$ cat src/hbd_pkg.sv
package hbd_pkg;

   ////////////////////////////////////////////////////////////////////////////
   // timing
   localparam int          CLK_PERIOD_NS  = 25;
   localparam int          TSW_MIN_NS     = 1800;
   // least dead time, rounded up to whole cycles
   localparam logic [6:0]  TSW_MIN_CYC    = 7'((TSW_MIN_NS + CLK_PERIOD_NS - 1) / CLK_PERIOD_NS);
   localparam int          TVVL_TICK_NS   = 100;
   localparam logic [7:0]  TVVL_TICK_CYC  = 8'(TVVL_TICK_NS / CLK_PERIOD_NS);

   ////////////////////////////////////////////////////////////////////////////
   // reset values
   localparam logic        TRIG_SEL_RST   = 1'b1;
   localparam logic [3:0]  TVVL_CODE_RST  = 4'hF;

   ////////////////////////////////////////////////////////////////////////////
   // types
   typedef enum logic [1:0] {
      HBD_REQ_OFF = 2'b00,
      HBD_REQ_HI  = 2'b01,
      HBD_REQ_LO  = 2'b10
   } hbd_req_t;

   typedef enum logic [1:0] {
      HBD_HS_OFF  = 2'b00,
      HBD_HS_HI   = 2'b01,
      HBD_HS_LO   = 2'b10,
      HBD_HS_DEAD = 2'b11
   } hbd_half_st_t;

   typedef struct packed {
      logic half_a_high_gate;
      logic half_a_low_gate;
      logic half_b_high_gate;
      logic half_b_low_gate;
   } hbd_gates_t;

   typedef struct packed {
      logic       valve_hold_mode;
      logic       direct_half_bridge_sel;
      logic [3:0] valve_tristate_delay;
   } hbd_cfg_t;

   // tri-state delay in 100 ns ticks; unused code 1110 takes the longest value
   function automatic logic [17:0] hbd_tvvl_ticks(input logic [3:0] code);
      logic [17:0] t;
      t = 18'h3F7A0;
      case (code)
         4'h0:    t = 18'h00000;
         4'h1:    t = 18'h00040;
         4'h2:    t = 18'h0007E;
         4'h3:    t = 18'h000F8;
         4'h4:    t = 18'h001F8;
         4'h5:    t = 18'h003E8;
         4'h6:    t = 18'h007D0;
         4'h7:    t = 18'h00FA0;
         4'h8:    t = 18'h01F40;
         4'h9:    t = 18'h03E80;
         4'hA:    t = 18'h07D00;
         4'hB:    t = 18'h0FDE8;
         4'hC:    t = 18'h1FBD0;
         default: t = 18'h3F7A0;
      endcase
      return t;
   endfunction : hbd_tvvl_ticks

endpackage : hbd_pkg

$ cat src/hbd_decoder.sv
`timescale 1ns/1ps
module hbd_decoder #(
   parameter logic [7:0] TVVL_TICK_CYC = hbd_pkg::TVVL_TICK_CYC
) (
   input  wire logic          sys_clk_i,
   input  wire logic          rst_i,
   input  wire logic          drive_input_a_i,
   input  wire logic          drive_input_b_i,
   input  wire logic [1:0]    gate_current_feedback_i,
   input  wire logic [1:0]    output_on_feedback_i,
   input  wire logic          current_limit_active_i,
   input  hbd_pkg::hbd_cfg_t  cfg_i,
   input  wire logic          cfg_reset_i,
   input  wire logic          trig_sel_wr_i,
   input  wire logic          trig_sel_wdata_i,
   output hbd_pkg::hbd_gates_t gates_o,
   output logic               deadtime_trigger_sel_echo_o,
   output logic               direct_half_bridge_latched_o
);

   logic [5:0]          meta_r;
   logic [5:0]          sync_r;
   logic                in_a_s, in_b_s;
   logic [1:0]          gfb_s, ofb_s;
   logic                trig_r,  trig_nxt;
   logic                dlat_r,  dlat_nxt;
   logic [7:0]          pre_r,   pre_nxt;
   logic [17:0]         vt_r,    vt_nxt;
   logic                elapsed;
   hbd_pkg::hbd_req_t   req [2];
   logic [1:0]          hi_g, lo_g;

   ////////////////////////////////////////////////////////////////////////////
   // pins and gate/output feedback cross in through two flops; current_limit_active_i is used directly
   always_ff @(posedge sys_clk_i or posedge rst_i) begin
      if (rst_i) begin
         meta_r <= 6'h00;
         sync_r <= 6'h00;
      end else begin
         meta_r <= {output_on_feedback_i, gate_current_feedback_i,
                    drive_input_b_i, drive_input_a_i};
         sync_r <= meta_r;
      end
   end

   assign in_a_s = sync_r[0];
   assign in_b_s = sync_r[1];
   assign gfb_s  = sync_r[3:2];
   assign ofb_s  = sync_r[5:4];

   ////////////////////////////////////////////////////////////////////////////
   // trigger select, mode latch and valve timer
   always_comb begin
      trig_nxt = trig_r;
      if (cfg_reset_i) trig_nxt = hbd_pkg::TRIG_SEL_RST;
      else if (trig_sel_wr_i) trig_nxt = trig_sel_wdata_i;
   end

   // latching only at idle avoids a mode swap in mid-drive
   always_comb begin
      dlat_nxt = dlat_r;
      if (!in_a_s && !in_b_s) dlat_nxt = cfg_i.direct_half_bridge_sel;
   end

   assign elapsed = (vt_r >= hbd_pkg::hbd_tvvl_ticks(cfg_i.valve_tristate_delay));

   // timer runs only while pulse is low in valve-hold; pulse high restarts it
   always_comb begin
      pre_nxt = 8'h00;
      vt_nxt  = 18'h00000;
      if (!dlat_r && cfg_i.valve_hold_mode && !in_a_s) begin
         pre_nxt = pre_r;
         vt_nxt  = vt_r;
         if (!elapsed) begin
            if (pre_r >= TVVL_TICK_CYC - 8'h01) begin
               pre_nxt = 8'h00;
               vt_nxt  = vt_r + 18'h00001;
            end else begin
               pre_nxt = pre_r + 8'h01;
            end
         end
      end
   end

   always_ff @(posedge sys_clk_i or posedge rst_i) begin
      if (rst_i) begin
         trig_r <= hbd_pkg::TRIG_SEL_RST;
         dlat_r <= 1'b0;
         pre_r  <= 8'h00;
         vt_r   <= 18'h00000;
      end else begin
         trig_r <= trig_nxt;
         dlat_r <= dlat_nxt;
         pre_r  <= pre_nxt;
         vt_r   <= vt_nxt;
      end
   end

   ////////////////////////////////////////////////////////////////////////////
   // input decode; input a is pulse, input b is rotation sense, unless direct mode is latched, where a drives half A and b drives half B
   always_comb begin
      req[0] = hbd_pkg::HBD_REQ_LO;
      req[1] = hbd_pkg::HBD_REQ_LO;
      if (dlat_r) begin
         req[0] = in_a_s ? hbd_pkg::HBD_REQ_HI : hbd_pkg::HBD_REQ_LO;
         req[1] = in_b_s ? hbd_pkg::HBD_REQ_HI : hbd_pkg::HBD_REQ_LO;
         if (in_a_s && in_b_s && current_limit_active_i) begin
            req[0] = hbd_pkg::HBD_REQ_LO;
            req[1] = hbd_pkg::HBD_REQ_LO;
         end
      end else if (in_a_s) begin
         req[0] = in_b_s ? hbd_pkg::HBD_REQ_HI : hbd_pkg::HBD_REQ_LO;
         req[1] = in_b_s ? hbd_pkg::HBD_REQ_LO : hbd_pkg::HBD_REQ_HI;
      end else if (cfg_i.valve_hold_mode && elapsed && !current_limit_active_i) begin
         req[0] = hbd_pkg::HBD_REQ_OFF;
         req[1] = hbd_pkg::HBD_REQ_OFF;
      end
      // otherwise both stay on low-side freewheeling
   end

   ////////////////////////////////////////////////////////////////////////////
   // one dead-time sequencer per half-bridge
   generate
      for (genvar h = 0; h < 2; h++) begin : g_half
         hbd_half_seq u_seq (
            .sys_clk_i               (sys_clk_i),
            .rst_i                   (rst_i),
            .req_i                   (req[h]),
            .gate_current_feedback_i (gfb_s[h]),
            .output_on_feedback_i    (ofb_s[h]),
            .trig_sel_i              (trig_r),
            .high_gate_o             (hi_g[h]),
            .low_gate_o              (lo_g[h])
         );
      end
   endgenerate

   // gate outputs already come from flops inside the sequencers
   assign gates_o.half_a_high_gate    = hi_g[0];
   assign gates_o.half_a_low_gate     = lo_g[0];
   assign gates_o.half_b_high_gate    = hi_g[1];
   assign gates_o.half_b_low_gate     = lo_g[1];
   assign deadtime_trigger_sel_echo_o = trig_r;
   assign direct_half_bridge_latched_o = dlat_r;
endmodule : hbd_decoder

$ cat src/hbd_half_seq.sv
`timescale 1ns/1ps
module hbd_half_seq (
   input  wire logic            sys_clk_i,
   input  wire logic            rst_i,
   input  hbd_pkg::hbd_req_t    req_i,
   input  wire logic            gate_current_feedback_i,
   input  wire logic            output_on_feedback_i,
   input  wire logic            trig_sel_i,
   output logic                 high_gate_o,
   output logic                 low_gate_o
);

   hbd_pkg::hbd_half_st_t state_r,  state_nxt;
   logic [6:0]            cnt_r,    cnt_nxt;
   logic                  gfb_r,    gfb_nxt;
   logic                  ofb_r,    ofb_nxt;
   logic                  hi_r,     lo_r;
   logic                  done;

   ////////////////////////////////////////////////////////////////////////////
   // dead interval ends on feedback, never on the count alone
   always_comb begin
      done = (cnt_r >= hbd_pkg::TSW_MIN_CYC - 7'h01)
             && (gfb_r || gate_current_feedback_i)
             && (!trig_sel_i || ofb_r || output_on_feedback_i);
   end

   // a slow slew setting simply delays the feedback and stretches the dead time
   always_comb begin
      state_nxt  = state_r;
      cnt_nxt    = cnt_r;
      gfb_nxt    = gfb_r;
      ofb_nxt    = ofb_r;
      case (state_r)
         hbd_pkg::HBD_HS_OFF: begin
            // the partner may have just turned off, so every turn-on waits out a dead interval
            if (req_i != hbd_pkg::HBD_REQ_OFF) begin
               state_nxt  = hbd_pkg::HBD_HS_DEAD;
               cnt_nxt    = 7'h00;
               gfb_nxt    = 1'b0;
               ofb_nxt    = 1'b0;
            end
         end
         hbd_pkg::HBD_HS_HI, hbd_pkg::HBD_HS_LO: begin
            if (req_i == hbd_pkg::HBD_REQ_OFF) begin
               state_nxt = hbd_pkg::HBD_HS_OFF;
            end else if ((req_i == hbd_pkg::HBD_REQ_HI) != (state_r == hbd_pkg::HBD_HS_HI)) begin
               state_nxt  = hbd_pkg::HBD_HS_DEAD;
               cnt_nxt    = 7'h00;
               gfb_nxt    = 1'b0;
               ofb_nxt    = 1'b0;
            end
         end
         hbd_pkg::HBD_HS_DEAD: begin
            if (cnt_r != 7'h7F) cnt_nxt = cnt_r + 7'h01;
            gfb_nxt = gfb_r | gate_current_feedback_i;
            ofb_nxt = ofb_r | output_on_feedback_i;
            if (req_i == hbd_pkg::HBD_REQ_OFF) begin
               state_nxt = hbd_pkg::HBD_HS_OFF;
            end else begin
               if (done) begin
                  state_nxt = (req_i == hbd_pkg::HBD_REQ_HI) ? hbd_pkg::HBD_HS_HI
                                                             : hbd_pkg::HBD_HS_LO;
               end
            end
         end
         default: state_nxt = hbd_pkg::HBD_HS_OFF;
      endcase
   end

   // gates follow the next state so they match state_r cycle for cycle
   always_ff @(posedge sys_clk_i or posedge rst_i) begin
      if (rst_i) begin
         state_r  <= hbd_pkg::HBD_HS_OFF;
         cnt_r    <= 7'h00;
         gfb_r    <= 1'b0;
         ofb_r    <= 1'b0;
         hi_r     <= 1'b0;
         lo_r     <= 1'b0;
      end else begin
         state_r  <= state_nxt;
         cnt_r    <= cnt_nxt;
         gfb_r    <= gfb_nxt;
         ofb_r    <= ofb_nxt;
         hi_r     <= (state_nxt == hbd_pkg::HBD_HS_HI);
         lo_r     <= (state_nxt == hbd_pkg::HBD_HS_LO);
      end
   end

   assign high_gate_o = hi_r;
   assign low_gate_o  = lo_r;
endmodule : hbd_half_seq

$ cat config.mk
export PLATFORM = sky130hd
export DESIGN_NAME = hbd_decoder
export DESIGN_NICKNAME = d
export VERILOG_FILES = /design/src/hbd_pkg.sv /design/src/hbd_decoder.sv /design/src/hbd_half_seq.sv
export SDC_FILE = /design/constraint.sdc
export NUM_CORES = 1
export LEC_CHECK = 0
export ABC_CLOCK_PERIOD_IN_PS = 3600
export BUFFER_PORTS_ARGS = -buffer_cell sky130_fd_sc_hd__buf_4
export CORE_ASPECT_RATIO = 0.5
export CORE_MARGIN = 8
export CORE_UTILIZATION = 60
export DETAILED_ROUTE_END_ITERATION = 10
export PLACE_DENSITY = 0.79
export SYNTH_ARGS = -nofsm -noshare
export SYNTH_HDL_FRONTEND = slang
export SYNTH_SLANG_ARGS = --single-unit
$ cat constraint.sdc
create_clock -name sys_clk_i -period 3.6 [get_ports sys_clk_i]
set_clock_uncertainty 0.15 [all_clocks]
set_input_delay 0.18 -clock sys_clk_i [delete_from_list [all_inputs] [get_ports sys_clk_i]]
set_output_delay 0.18 -clock sys_clk_i [all_outputs]
set_load 0.03 [all_outputs]
==> results.txt <==
----------------------------------------------------
[Logic synthesis]
  Most area-hungry cell type in the Yosys netlist ... sky130_fd_sc_hd__dfrtp_1
  Synth top area cells ... sky130_fd_sc_hd__dfrtp_1 (40%), sky130_fd_sc_hd__ha_1 (11%), sky130_fd_sc_hd__a21oi_1 (4.0%), sky130_fd_sc_hd__nor2_1 (3.9%), sky130_fd_sc_hd__nor4_2 (3.7%)
  EDFF count, synth ... 0
  Gate count after technology mapping ... a little over 400
  Fraction of synthesis flops using an asynchronous set or reset pin ... 100%
  Post-Synthesis Net Count ... 469
  Cell area after synthesis ... 4030 sq um
  Number of flip-flops and latches in the synthesized netlist ... 66
  Library cells used by synthesis ... a little under 60
  Sequential-to-total area share from yosys stat ... 41.0%
  Most used flip-flop cell after synthesis ... sky130_fd_sc_hd__dfrtp_1
  Most used standard cell by instance count after synthesis ... sky130_fd_sc_hd__dfrtp_1
  Commonest cells in the synthesized netlist ... sky130_fd_sc_hd__dfrtp_1 (65), sky130_fd_sc_hd__nor2_1 (42), sky130_fd_sc_hd__nand2_1 (38)
  Share of Yosys cell area claimed by the top area cell type ... 40.3%
  Synthesis warning total ... 0
  Syn avg cell area ... 9.72 sq um

[Run status]
  Status ... completed

[Floorplanning]
  Vertical die dimension ... 74.0 microns
  Effective utilization at floorplan ... 61.2%
  Die Outline Area ... 9760 sq um
  Boundary pin count ... 24
  Number of rows created at floorplan ... 21
  Core ar. ... 6600 sq um
  Die width ... between 100 and 150 microns

[Worst hold path]
  Hold Path Sink ... vt_r[0]$_DFFE_PP0P_
  Hold crit path type ... in2reg
  Cells on Worst Hold Path ... 4
  Worst hold path startpoint ... cfg_i[5]

[Drt]
  Vias ... 3,323
  Via density ... 6.05
  Wire per inst ... roughly 17 microns
  Post-detailed-routing wire length ... 9.07 mm
  DRC marker count from the first detailed-route iteration ... 291
  Remaining antenna violation count after routing ... 0
  Remaining design rule violation count ... 0
  Detailed-router iteration count before antenna repair ... 5

[STA]
  Final setup TNS ... 0 ns
  Period utilization ... roughly nine tenths
  Finish-stage setup viols ... 0
  Pin slew with the least headroom to its limit ... 0.694 ns
  Post-route worst setup slack ... between 0.3 and 0.4 ns
  Setup repair after global routing missed its margin ... false
  Period minus WS final ... 3.21 ns
  Worst Hold Margin ... between 0.1 and 0.15 ns
  Max Clock Freq ... 312 MHz
  Count of pins over their slew limit ... 0
  Hold Vio Cnt, Final ... 0
  Worst slew margin relative to its limit ... 53.7%

[Clock tree]
  Post-CTS Setup Inserts ... 0
  Number of levels in the clock H-tree ... 3
  Clock Tree Root ... sky130_fd_sc_hd__clkbuf_16
  Clock sink count ... 66
  Clk Latency, worst-skew pair ... 0.33 ns
  Num CTS Buffers ... 9
  Register clock-pin slew on the reported worst setup and hold paths ... roughly 0.060 ns
  Clock tree buffer depth ... 2
  CTS tree ... built

[Layout]
  Area growth syn-to-layout ... 17.7%
  Fraction of final layout cells with drive strength greater than 1 ... approximately 17%
  Count of nets after finishing ... 505

[Setup path]
  Data required time of the critical path ... 3.64 ns
  Crit path capture type ... flip-flop
  Highest-delay cell along the critical path ... sky130_fd_sc_hd__a31oi_4
  Worst setup path category ... in2reg
  Ordered list of cells on the worst path ... buf_4 > inv_1 > ha_1 > inv_1 > a21oi_1 > a31oi_1 > ha_1 > nand4_1 > nor4_2 > o31ai_2 > a31oi_4 > buf_4 > nor4_2 > xnor2_1 > nor2_1
  Depth of the worst register-to-register path ... 9
  Highest net fanout along the worst path ... 22
  Endpoint of the most critical register-to-register path ... vt_r[16]$_DFFE_PP0P_
  Crit path largest cell delay ... 0.62 ns
  Worst setup slack for register-to-register paths ... approximately 0.53 ns
  WP data arrival ... ~3.3 ns
  R2r startpoint ... vt_r[15]$_DFFE_PP0P_
  Element type at the critical path start ... input port

[Pwr]
  Standby leakage power ... 2.12 nW
  Largest voltage drop on the vdd net ... 0.282 mV
  Total power draw ... 0.00285 W
  Ratio of total power to cell area ... 601 nW/um^2

[Placed design]
  Post-Place Setup Slack ... around 0.12 ns
  Number of buffer cells added on primary ports ... 23
  Placed wire-length estimate after detailed placement ... 6.41 mm
  Gp weighted congestion ... 0.880

[Global routing]
  Wire length of the first global-routing pass ... 15.4 mm
  Largest net degree at the start of global routing ... 38
  Grt ovf ... 0
  Via count of the first global-routing pass ... approximately 3,300
  Antenna violations before repair ... 1
  All-layer global routing usage ... 19.8%

[Job]
  Max-cap violations ... 0

----------------------------------------------------
## how the worst max path moves through the flow
stage	startpoint	end	slack, ns
floorplan	cfg_i[1]	g_half[0].u_seq.cnt_r[0]$_DFFE_PP0P_	0.62
global placement	cfg_i[1]	vt_r[17]$_DFFE_PP0P_	0.34
detailed placement	cfg_i[1]	vt_r[17]$_DFFE_PP0P_	0.12
CTS	cfg_i[1]	vt_r[16]$_DFFE_PP0P_	0.46
global route	cfg_i[1]	vt_r[16]$_DFFE_PP0P_	0.20
finish	cfg_i[1]	vt_r[16]$_DFFE_PP0P_	0.39
## registers in the layout, summed over array words and instances (netlist names)
name                          cells
g_half.u_seq.high_gate_o          2
g_half.u_seq.state_r              4
sync_r                            6
vt_r                             18
g_half.u_seq.gfb_r                2
meta_r                            6
direct_half_bridge_latched_o      1
g_half.u_seq.cnt_r               14
g_half.u_seq.ofb_r                2
deadtime_trigger_sel_echo_o       1
pre_r                             8
g_half.u_seq.low_gate_o           2
## area by class of cell
class / count / area [sq um]
Clock inverter: 4 / 98.8
Tap cell: 92 / 115
Sequential cell: 66 / 1650
Fill cell: 455 / 1850
Multi-Input combinational cell: 308 / 2200
Timing Repair Buffer: 39 / 318
Inverter: 27 / 101
Antenna cell: 1 / 2.50
Clock buffer: 12 / 256
## cells by family after synthesis
group	share of synthesized area, %
AND/OR/NAND/NOR	21.5
AO/OA/AOI/OAI	15.0
flip-flops	41.0
buffers and inverters	4.53
adder cells (fa/ha/maj)	11.2
XOR/XNOR	3.91
multiplexers	2.88
## cells in the final DEF (no fill, tap or decap), types with 10 or more instances in the layout
master	n
sky130_fd_sc_hd__buf_4	29
sky130_fd_sc_hd__nor4_2	13
sky130_fd_sc_hd__dfrtp_1	65
sky130_fd_sc_hd__nand3_1	10
sky130_fd_sc_hd__nor2_1	42
sky130_fd_sc_hd__and3_1	10
sky130_fd_sc_hd__inv_1	25
sky130_fd_sc_hd__o21ai_0	17
sky130_fd_sc_hd__dlygate4sd3_1	10
sky130_fd_sc_hd__ha_1	36
sky130_fd_sc_hd__nand2_1	38
sky130_fd_sc_hd__xnor2_1	17
sky130_fd_sc_hd__a21oi_1	32
## routing by layer
layer / part of all wire, % / GRT usage, % / vias to the layer above
met2: 52 / 35.2 / 117
met3: 5.6 / 6.27 / 25
met5: 0 / 0 / -
met1: 40 / 21.3 / 1638
met4: 2.4 / 10.6 / 0
li1: - / - / 1543
## critical path: cells and delay by family
kind	cells	cell delay, ns
simple gates	4	0.69
buf+inv	4	0.63
xor+xnor	1	0.21
compound gates	4	1.01
fa+ha+maj	2	0.53
## through the flow
step / util (%) / std cells / cell area, sq um
floorplan: - / 415 / 4030
global placement: 65.1 / 522 / 4290
detailed placement: 65.1 / 522 / 4290
CTS: 72.0 / 548 / 4750
global route: 72.0 / 549 / 4750
finish: 72.0 / 549 / 4750
## timing repair
action / in CTS / in global routing
resized for setup: 0 / 0
endpoints found under the setup margin: 0 / 0
hold endpoints to repair: 36 / 0
hold buffers: 10 / 0
## power breakdown
| group | total, W | switching [W] | internal, W |
|---|---|---|---|
| clock network | 0.00103 | 0.000314 | 0.000715 |
| logic | 0.000908 | 0.000529 | 0.000379 |
| registers | 0.000917 | 0.0000744 | 0.000842 |
| total | 0.00285 | 0.000917 | 0.00194 |
Note: power is estimated with default switching activity, not from simulation.
